**config.mk**
```make
export PLATFORM = sky130hd
export DESIGN_NAME = mfcs_sequencer
export DESIGN_NICKNAME = d
export VERILOG_FILES = /design/src/logic/mfcs_pkg.sv /design/src/logic/mfcs_ecc_if.sv /design/src/logic/mfcs_ecc.sv /design/src/logic/mfcs_sequencer.sv
export SDC_FILE = /design/constraint.sdc
export NUM_CORES = 1
export LEC_CHECK = 0
export ABC_AREA = 0
export BUFFER_PORTS_ARGS = -buffer_cell sky130_fd_sc_hd__buf_2
export CAP_MARGIN = 40
export CORE_ASPECT_RATIO = 1.1
export CORE_MARGIN = 4
export CORE_UTILIZATION = 57
export CTS_CLUSTER_DIAMETER = 40
export DETAILED_ROUTE_END_ITERATION = 7
export GPL_TIMING_DRIVEN = 0
export PLACE_DENSITY_LB_ADDON = 0.3
export SLEW_MARGIN = 20
export SYNTH_ARGS = -nofsm -noshare
export SYNTH_HDL_FRONTEND = slang
export SYNTH_HIERARCHICAL = 1
export SYNTH_SLANG_ARGS = --single-unit
```
**constraint.sdc**
```tcl
create_clock -name ref_clk -period 7.55 [get_ports ref_clk]
set_input_delay 0.3775 -clock ref_clk [delete_from_list [all_inputs] [get_ports ref_clk]]
set_output_delay 0.3775 -clock ref_clk [all_outputs]
set_load 0.01 [all_outputs]
```
**src/logic/mfcs_pkg.sv**
```systemverilog
`default_nettype none
package mfcs_pkg;
  // Access width field encodings.
  localparam logic [1:0] WIDTH_ROM  = 2'h2;
  localparam logic [1:0] WIDTH_PROG = 2'h1;
  // Command addresses, low 16 bits.
  localparam logic [15:0] ADDR_UNLOCK1 = 16'h1550;
  localparam logic [15:0] ADDR_UNLOCK2 = 16'h0aa8;
  // Command data codes, low 8 bits.
  localparam logic [7:0] CODE_UNLOCK1 = 8'haa;
  localparam logic [7:0] CODE_UNLOCK2 = 8'h55;
  localparam logic [7:0] CODE_PROGRAM = 8'ha0;
  localparam logic [7:0] CODE_ERASE   = 8'h80;
  localparam logic [7:0] CODE_CHIP    = 8'h10;
  localparam logic [7:0] CODE_SECTOR  = 8'h30;
  localparam logic [7:0] CODE_RESET   = 8'hf0;
  localparam logic [7:0] CODE_SUSPEND = 8'hb0;
  // Check code width per 32-bit word.
  localparam int CHECK_BITS = 7;
  // Sector erase timeout window.
  localparam int CLOCK_HZ      = 25_000_000;
  localparam int TIMEOUT_US    = 35;
  localparam int TIMEOUT_TICKS = (TIMEOUT_US * (CLOCK_HZ / 1_000_000));
  // Decoder states, Gray coded along the unlock path.
  typedef enum logic [3:0] {
    SEQ_IDLE = 4'h0, SEQ_U1 = 4'h1, SEQ_U2 = 4'h3, SEQ_PROG = 4'h2,
    SEQ_ERA = 4'h6, SEQ_EU1 = 4'h7, SEQ_EU2 = 4'h5
  } mfcs_seq_type;
  typedef enum logic [2:0] {
    ALG_IDLE = 3'h0, ALG_WRITE = 3'h1, ALG_CHIP = 3'h3,
    ALG_WINDOW = 3'h2, ALG_SECTOR = 3'h6, ALG_SUSP = 3'h7
  } mfcs_alg_type;
endpackage : mfcs_pkg
`default_nettype wire

```
**src/logic/mfcs_ecc_if.sv**
```systemverilog
`timescale 1ns/1ns
`default_nettype none
// Word and check code carried between the sequencer and its ECC unit.
interface mfcs_ecc_if;
  logic [31:0] encData;
  logic [6:0]  encCheck;
  logic [31:0] decRaw;
  logic [6:0]  decCheck;
  logic [31:0] decFixed;
  modport user (output encData, decRaw, decCheck, input encCheck, decFixed);
  modport unit (input encData, decRaw, decCheck, output encCheck, decFixed);
endinterface : mfcs_ecc_if
`default_nettype wire

```
**src/logic/mfcs_ecc.sv**
```systemverilog
`timescale 1ns/1ns
`default_nettype none
// Hamming (38,32) encoder and single-error corrector, purely combinational
// so that correction costs no read cycle.
module mfcs_ecc (
  mfcs_ecc_if.unit ecc
);
  // Code positions 1..38; powers of two hold check bits.
  function automatic logic [6:0] syndrome(input logic [31:0] d,
                                          input logic [6:0] c);
    logic [6:0] s;
    int         j;
    s = 7'h00;
    j = 0;
    for (int p = 1; p < 39; p++) begin
      if ((p & (p - 1)) != 0) begin
        if (d[j]) begin
          s = s ^ 7'(p);
        end
        j++;
      end
    end
    // The seventh bit is a plain high-half parity, unused for correction.
    return {c[6] ^ ^d[31:16], s[5:0] ^ c[5:0]};
  endfunction

  logic [6:0] synd;

  // Encoding is the syndrome of the data against zero check bits.
  assign ecc.encCheck = syndrome(ecc.encData, 7'h00);
  assign synd         = syndrome(ecc.decRaw, ecc.decCheck);

  // Flip the one data bit the syndrome points to; double errors go unseen.
  always_comb begin
    int j;
    j = 0;
    ecc.decFixed = ecc.decRaw;
    for (int p = 1; p < 39; p++) begin
      if ((p & (p - 1)) != 0) begin
        if (synd[5:0] == 6'(p)) begin
          ecc.decFixed[j] = ~ecc.decRaw[j];
        end
        j++;
      end
    end
  end
endmodule : mfcs_ecc
`default_nettype wire

```
**src/logic/mfcs_sequencer.sv**
```systemverilog
`timescale 1ns/1ns
`default_nettype none
// Contract
// - Width field 10: ROM mode, 32-bit reads, fetch from array allowed.
// - Width field 01: programming mode, 16-bit access, commands on, no fetch.
// - Every reset release forces width field to 10, ROM mode.
// - ROM mode recognises no commands, starts nothing, alters no cells; a window opened in programming mode still starts sector erase.
// - Programming mode returns 16-bit half-words, refuses word reads.
// - Only low 8 data bits of command cycles are compared.
// - Only low 16 address bits decoded; upper bits must hit flash range.
// - Program: AA@1550, 55@AA8, A0@1550, then data at target.
// - Chip erase: six writes ending 10@1550, erases all sectors.
// - Sector erase: five chip-erase cycles then 30 at sector address.
// - Each write stores a 7-bit check code per 4 bytes.
// - Reads correct single-bit errors with no extra cycles.
// - Array reads have zero wait states up to 40 MHz.
// - Sector erase starts after 35 us window; more 30 writes add sectors.
// - Suspend only during sector erase or window; restart only suspended.
// - Read/reset keeps read state; also recovers from time-limit overrun.
module mfcs_sequencer #(
  parameter int ADDR_BITS    = 17,
  parameter int SECTOR_BITS  = 4,
  parameter int WINDOW_TICKS = mfcs_pkg::TIMEOUT_TICKS
) (
  // Clock and reset.
  input  wire logic                   ref_clk,
  input  wire logic                   rst,
  // Width select write port.
  input  wire logic                   widthWrite,
  input  wire logic [1:0]             widthIn,
  output logic      [1:0]             access_width_field,
  output logic                        fetchAllowed,
  // CPU bus access.
  input  wire logic                   busValid,
  input  wire logic                   busWrite,
  input  wire logic                   busHalf,
  input  wire logic                   busInRange,
  input  wire logic [31:0]            busAddr,
  input  wire logic [15:0]            busWdata,
  output logic                        busError,
  output logic      [31:0]            busRdata,
  // Array port.
  input  wire logic [31:0]            arrayData,
  input  wire logic [6:0]             arrayCheck,
  output logic      [ADDR_BITS-3:0]   arrayIndex,
  // Embedded algorithm commands and status.
  output logic                        progStart,
  output logic      [ADDR_BITS-1:0]   program_target_address,
  output logic      [15:0]            program_half_word,
  output logic      [31:0]            progWord,
  output logic      [6:0]             progCheck,
  output logic                        chipEraseStart,
  output logic                        sectorEraseStart,
  output logic      [(1<<SECTOR_BITS)-1:0] sectorMask,
  output logic                        eraseSuspend,
  output logic                        eraseResume,
  input  wire logic                   algDone,
  input  wire logic                   algOverrun,
  output logic                        busy
);
  initial begin
    if (ADDR_BITS < 16 || ADDR_BITS > 32 || SECTOR_BITS >= ADDR_BITS ||
        WINDOW_TICKS < 1 || WINDOW_TICKS > 65536) begin
      $error("mfcs_sequencer: unsupported parameters");
    end
  end

  localparam int SHIFT = ADDR_BITS - SECTOR_BITS;

  mfcs_ecc_if eccBus ();
  mfcs_ecc    eccUnit (.ecc(eccBus));

  logic [1:0]                   next_width;
  mfcs_pkg::mfcs_seq_type       seq, next_seq;
  mfcs_pkg::mfcs_alg_type       alg, next_alg;
  logic [15:0]                  windowCnt, next_windowCnt;
  logic [(1<<SECTOR_BITS)-1:0]  next_sectorMask;
  logic                         hung, next_hung;
  logic [31:0]                  next_rdata;
  logic                         next_error;
  logic                         progMode, cmdWrite, isReset;
  logic [15:0]                  lowAddr;
  logic [7:0]                   code;

  // Match of one command cycle on low address bits and low data byte.
  function automatic logic hit(input logic [15:0] a, input logic [7:0] d,
                               input logic [15:0] ea, input logic [7:0] ed);
    return (a == ea) && (d == ed);
  endfunction

  assign progMode     = (access_width_field == mfcs_pkg::WIDTH_PROG);
  assign fetchAllowed = (access_width_field == mfcs_pkg::WIDTH_ROM);
  assign cmdWrite = busValid && busWrite && busHalf && busInRange && progMode;
  assign lowAddr = busAddr[15:0];
  assign code    = busWdata[7:0];
  assign isReset = cmdWrite && (code == mfcs_pkg::CODE_RESET);
  assign busy    = (alg != mfcs_pkg::ALG_IDLE) || hung;

  // ECC on the program word; the half-word sits in its lane, other half ones.
  assign eccBus.encData = busAddr[1] ? {busWdata, 16'hffff}
                                     : {16'hffff, busWdata};
  assign eccBus.decRaw   = arrayData;
  assign eccBus.decCheck = arrayCheck;
  assign arrayIndex      = busAddr[ADDR_BITS-1:2];

  // Width field next value.
  always_comb begin
    next_width = access_width_field;
    if (widthWrite) begin
      next_width = widthIn;
    end
  end

  // Command decoder next state.
  always_comb begin
    next_seq = seq;
    if (cmdWrite && alg == mfcs_pkg::ALG_IDLE && !hung) begin
      next_seq = mfcs_pkg::SEQ_IDLE;
      case (seq)
        mfcs_pkg::SEQ_IDLE: begin
          if (hit(lowAddr, code, mfcs_pkg::ADDR_UNLOCK1,
                  mfcs_pkg::CODE_UNLOCK1)) begin
            next_seq = mfcs_pkg::SEQ_U1;
          end
        end
        mfcs_pkg::SEQ_U1: begin
          if (hit(lowAddr, code, mfcs_pkg::ADDR_UNLOCK2,
                  mfcs_pkg::CODE_UNLOCK2)) begin
            next_seq = mfcs_pkg::SEQ_U2;
          end
        end
        mfcs_pkg::SEQ_U2: begin
          if (hit(lowAddr, code, mfcs_pkg::ADDR_UNLOCK1,
                  mfcs_pkg::CODE_PROGRAM)) begin
            next_seq = mfcs_pkg::SEQ_PROG;
          end else if (hit(lowAddr, code, mfcs_pkg::ADDR_UNLOCK1,
                           mfcs_pkg::CODE_ERASE)) begin
            next_seq = mfcs_pkg::SEQ_ERA;
          end
        end
        mfcs_pkg::SEQ_ERA: begin
          if (hit(lowAddr, code, mfcs_pkg::ADDR_UNLOCK1,
                  mfcs_pkg::CODE_UNLOCK1)) begin
            next_seq = mfcs_pkg::SEQ_EU1;
          end
        end
        mfcs_pkg::SEQ_EU1: begin
          if (hit(lowAddr, code, mfcs_pkg::ADDR_UNLOCK2,
                  mfcs_pkg::CODE_UNLOCK2)) begin
            next_seq = mfcs_pkg::SEQ_EU2;
          end
        end
        default: next_seq = mfcs_pkg::SEQ_IDLE;
      endcase
    end
  end

  // Algorithm control next state.
  always_comb begin
    next_alg        = alg;
    next_windowCnt  = windowCnt;
    next_sectorMask = sectorMask;
    next_hung       = hung;
    progStart        = 1'b0;
    chipEraseStart   = 1'b0;
    sectorEraseStart = 1'b0;
    eraseSuspend     = 1'b0;
    eraseResume      = 1'b0;
    case (alg)
      mfcs_pkg::ALG_IDLE: begin
        if (hung) begin
          if (isReset) begin
            next_hung = 1'b0;
          end
        end else if (cmdWrite && seq == mfcs_pkg::SEQ_PROG) begin
          progStart = !busAddr[0];
          next_alg  = busAddr[0] ? mfcs_pkg::ALG_IDLE : mfcs_pkg::ALG_WRITE;
        end else if (cmdWrite && seq == mfcs_pkg::SEQ_EU2) begin
          if (hit(lowAddr, code, mfcs_pkg::ADDR_UNLOCK1,
                  mfcs_pkg::CODE_CHIP)) begin
            chipEraseStart  = 1'b1;
            next_sectorMask = '1;
            next_alg        = mfcs_pkg::ALG_CHIP;
          end else if (code == mfcs_pkg::CODE_SECTOR) begin
            next_sectorMask = '0;
            next_sectorMask[busAddr[ADDR_BITS-1:SHIFT]] = 1'b1;
            next_windowCnt  = 16'(WINDOW_TICKS - 1);
            next_alg        = mfcs_pkg::ALG_WINDOW;
          end
        end
      end
      mfcs_pkg::ALG_WINDOW: begin
        if (cmdWrite && code == mfcs_pkg::CODE_SECTOR) begin
          next_sectorMask[busAddr[ADDR_BITS-1:SHIFT]] = 1'b1;
        end
        if (cmdWrite && code == mfcs_pkg::CODE_SUSPEND) begin
          eraseSuspend = 1'b1;
          next_alg     = mfcs_pkg::ALG_SUSP;
        end else if (windowCnt == 16'h0000) begin
          sectorEraseStart = 1'b1;
          next_alg         = mfcs_pkg::ALG_SECTOR;
        end else begin
          next_windowCnt = windowCnt - 16'h0001;
        end
      end
      mfcs_pkg::ALG_SECTOR: begin
        if (cmdWrite && code == mfcs_pkg::CODE_SUSPEND) begin
          eraseSuspend = 1'b1;
          next_alg     = mfcs_pkg::ALG_SUSP;
        end else if (algDone || algOverrun) begin
          next_hung = algOverrun;
          next_alg  = mfcs_pkg::ALG_IDLE;
        end
      end
      mfcs_pkg::ALG_SUSP: begin
        if (cmdWrite && code == mfcs_pkg::CODE_SECTOR) begin
          eraseResume = 1'b1;
          next_alg    = mfcs_pkg::ALG_SECTOR;
        end
      end
      default: begin
        // Write and chip erase ignore every command until they finish.
        if (algDone || algOverrun) begin
          next_hung = algOverrun;
          next_alg  = mfcs_pkg::ALG_IDLE;
        end
      end
    endcase
  end

  // Read path and refusal of word reads in programming mode.
  always_comb begin
    next_error = 1'b0;
    next_rdata = busRdata;
    if (busValid && !busWrite) begin
      if (progMode) begin
        next_error = !busHalf;
        next_rdata = {16'h0000, busAddr[1] ? eccBus.decFixed[31:16]
                                           : eccBus.decFixed[15:0]};
      end else begin
        next_rdata = eccBus.decFixed;
      end
    end else if (busValid && busWrite && !cmdWrite) begin
      // writes outside programming mode are refused.
      next_error = !progMode;
    end
  end

  // All state registers; reset returns to ROM mode.
  always_ff @(posedge ref_clk) begin
    if (rst) begin
      access_width_field <= mfcs_pkg::WIDTH_ROM;
      seq        <= mfcs_pkg::SEQ_IDLE;
      alg        <= mfcs_pkg::ALG_IDLE;
      windowCnt  <= 16'h0000;
      sectorMask <= '0;
      hung       <= 1'b0;
      busRdata   <= 32'h0000_0000;
      busError   <= 1'b0;
      program_target_address <= '0;
      program_half_word      <= 16'h0000;
      progWord   <= 32'h0000_0000;
      progCheck  <= 7'h00;
    end else begin
      access_width_field <= next_width;
      seq        <= next_seq;
      alg        <= next_alg;
      windowCnt  <= next_windowCnt;
      sectorMask <= next_sectorMask;
      hung       <= next_hung;
      busRdata   <= next_rdata;
      busError   <= next_error;
      if (progStart) begin
        program_target_address <= busAddr[ADDR_BITS-1:0];
        program_half_word      <= busWdata;
        progWord   <= eccBus.encData;
        progCheck  <= eccBus.encCheck;
      end
    end
  end
endmodule : mfcs_sequencer
`default_nettype wire

```
==> reports/results.tsv <==
stage	metric	value	unit
status	status	finished, final reports clean	
route	drtAntennaViolNets	0	
route	drt-pass1-iter-count	5	
global_routing	grt_pass1_vias	8023	
clocking	cts_root_buffer	clkbuf_16	
global_routing	grt_start_max_net_pins	17	
logic_synthesis	synth_edf_count	0	
clocking	cts_buffers	17	
logic_synthesis	synth.distinct_cells	76	
floorplan	core	0.0144	mm^2
power	power.leakage	4.22	nW
timing	maxSlewHeadroom	45.5	%
clocking	post_cts_resized	0	
power	vdd_ir_drop_max	0.000165	V
logic_synthesis	ys_ff_latch	146	
logic_synthesis	syn_nets	1129	
route	drc	0	
critical_path	reg2reg_to	program_half_word[13]$_SDFFE_PP0P_	
timing	skew	0.00894	ns
route	drt-initial-drc-count	667	
global_routing	grt_usage	31.7	%
logic_synthesis	synth_area	0.00833	mm^2
timing	final-setup-viol-count	0	
floorplan	fp-row-count	46	
critical_path	critPathKind	reg -> out	
place	io_buffers	221	
critical_path	crit_path_end_kind	primary output	
global_routing	gr-total-overflow	0	
critical_path	cp.arrival	3.28	ns
critical_path	regToRegStartpoint	access_width_field[0]$_SDFFE_PP0P_	
critical_path	worstPathCellList	nor2b_1, clkbuf_1, nand3_1, or3_1, inv_2, buf_1, buf_2	
timing	worstMarginPinSlew	0.811	ns
worst_hold_path	hold_path.class	in -> reg	
critical_path	cpPeakStageDelay	0.50	ns
layout	design_area	0.0103	mm^2
place	globalplace.congestion	0.963	
critical_path	required	7.17	ns
clocking	cts_tree	done	
logic_synthesis	yosys_warnings	6	
logic_synthesis	synth_flop_cell	dfxtp_1	
floorplan	fp.dieH	135	um
logic_synthesis	synth.avg_cell_area	8.09	um^2
layout	diodes	0	
logic_synthesis	yosysSeqAreaShare	35.1	%
route	wirelength	26700	um
timing	fin_crit_sh	48.4	%
route	vias	8521	
global_routing	grt_first_pass_wirelength	41100	um
logic_synthesis	synth_cells	1029	
critical_path	cp-startpoint	access_width_field[0]$_SDFFE_PP0P_	
timing	hold_viol_final	0	
timing	rsz0062_at_grt	false	
clocking	cts_setup_buffers	0	
clocking	cts.sinks	146	
route	wl_per_cell	18.1	um
floorplan	dieArea	0.0166	mm^2
logic_synthesis	ys_async_sr_fraction	0	%
timing	post-route-min-period	3.66	ns
layout	num-nets-final	1369	
layout	final_common_cell	buf_2	
clocking	clockBufferDepth	2	
timing	slew_viol_final	0	
floorplan	die_w	123	um
critical_path	crit_end	progStart	
critical_path	cp_slowest_cell	buf_1	
critical_path	worstRegToRegCells	8	
route	via_per_inst	5.78	
layout	layout_common_cells	buf_2, dfxtp_1, nor2_1, nand2_1, xnor2_1	
timing	final.setup.tns	0	ns
clocking	clock_latency	0.43	ns
layout	layout-area-overhead-vs-synth	23.3	%
global_routing	antenna_found_initial	1	
job	drv_cap	0	
clocking	htreeDepth	4	
floorplan	pin_count	243	
critical_path	reg2reg_slack	4.61	ns
layout	fillCellCount	1208	
place	dpl-instance-area	0.00967	mm^2
clocking	clk_pin_slew	0.06	ns
place	hpwlAfterDp	20200	um
critical_path	cp-start-kind	register	
critical_path	cp_max_fo	10	
layout	drive_above_1_share	25.0	%
floorplan	start_util	57.9	%
clocking	cts.hold.buffers_added	0	
timing	fmax	274	MHz
power	powerDensity	222	mW/mm^2
Yosys cell counts (6+ instances only):
cell type,n,area share [%]
nand3_1,29,1.7
buf_1,6,0.27
nand2_1,135,6.1
nor3_1,33,2.0
nand4_1,7,0.53
nor2_1,138,6.2
dfxtp_1,146,35
or4_1,9,0.81
a311oi_1,17,1.8
or3_1,8,0.60
xnor2_1,90,9.5
a31oi_1,9,0.68
xor2_1,51,5.4
or2_2,21,1.6
inv_1,11,0.50
a22oi_1,16,1.4
nand2b_1,23,1.7
a21oi_1,70,4.2
o21ai_0,16,0.96
clkbuf_1,42,1.9
mux2i_1,18,2.2
o31ai_1,9,0.81
o21ai_1,10,0.60
xnor3_1,6,1.6
nor4_1,10,0.75
buf_4,15,1.4
cell families (layout without fill, tap and decap cells):
group	count (synthesis)	after routing	synth area share (%)
multiplexers	18	18	2.16
adder cells (fa/ha/maj)	2	2	0.301
XOR/XNOR	152	152	17.6
flip-flops	146	146	35.1
AO/OA/AOI/OAI	173	173	13.3
AND/OR/NAND/NOR	452	452	26.3
buffers and inverters	86	339	5.20
stage by stage:
step / util [%] / total power [W] / setup WS, ns / instances / hold WS (ns)
final: 71.3 / 0.00228 / 3.89 / 1474 / 0.181
after global routing: 71.3 / 0.00236 / 3.63 / 1474 / 0.199
after CTS: 71.3 / 0.00226 / 3.92 / 1474 / 0.166
after detailed placement: 67.2 / 0.00142 / 4.19 / 1442 / 0.442
after global placement: 67.2 / 0.00142 / 4.22 / 1442 / 0.435
after floorplan: - / 0.00126 / 4.76 / 1029 / 0.447
worst min path at each step:
| stage | slack (ns) | cells past startpoint | start | endpoint |
|---|---|---|---|---|
| 6_report | 0.18 | 3 | widthIn[1] | access_width_field[1]$_SDFFE_PP1P_ |
| 3_3_place_gp | 0.44 | 2 | sectorMask[6]$_SDFFE_PP0P_ | sectorMask[6]$_SDFFE_PP0P_ |
| 5_1_grt | 0.20 | 3 | widthIn[1] | access_width_field[1]$_SDFFE_PP1P_ |
| 4_1_cts | 0.17 | 3 | widthIn[1] | access_width_field[1]$_SDFFE_PP1P_ |
| 3_5_place_dp | 0.44 | 2 | sectorMask[7]$_SDFFE_PP0P_ | sectorMask[7]$_SDFFE_PP0P_ |
| 2_1_floorplan | 0.45 | 2 | windowCnt[15]$_SDFFE_PP0P_ | windowCnt[15]$_SDFFE_PP0P_ |
where the power goes:
group	total [W]	internal, W	switching (W)	leakage (nW)
logic	0.000629	0.000250	0.000379	2.77
registers	0.000794	0.000784	0.00000971	1.18
clock network	0.000855	0.000499	0.000355	0.269
total	0.00228	0.00153	0.000744	4.22
state kept, by name, summed over array words and instances, names as in the netlist:
| signal | cells |
|---|---|
| progCheck | 7 |
| windowCnt | 16 |
| program_half_word | 16 |
| progWord | 32 |
| hung | 1 |
| program_target_address | 17 |
| busRdata | 32 |
| busError | 1 |
| seq | 3 |
| access_width_field | 2 |
| alg | 3 |
| sectorMask | 16 |
layer usage:
metal  vias to the layer above  share of wire [%]  wire, um  track usage [%]
met5                         -              0.045        12                0
met4                         2                4.4      1180             15.3
met3                        91                8.9      2380             8.29
met2                       414                 48     12800             51.6
met1                      4004                 39     10300             38.9
li1                       4010                  -         -                -
layout make-up:
| type | count | area (um^2) | share of cell area (%) |
|---|---|---|---|
| buffer | 74 | 388 | 3.78 |
| clock buffer | 19 | 443 | 4.32 |
| clock inverter | 13 | 149 | 1.45 |
| inverter | 12 | 45.0 | 0.439 |
| multi-input combinational | 797 | 4970 | 48.4 |
| sequential | 146 | 2920 | 28.5 |
| tap | 192 | 240 | 2.34 |
| timing repair buffer | 221 | 1110 | 10.8 |
worst max-delay path, delay by kind of cell, from the launching register on:
kind | cells | cell delay, ns
and+or+nand+nor | 3 | 1.02
DFF | 1 | 0.43
buffers and inverters | 4 | 1.39
Note: power is estimated with default switching activity, not from simulation.
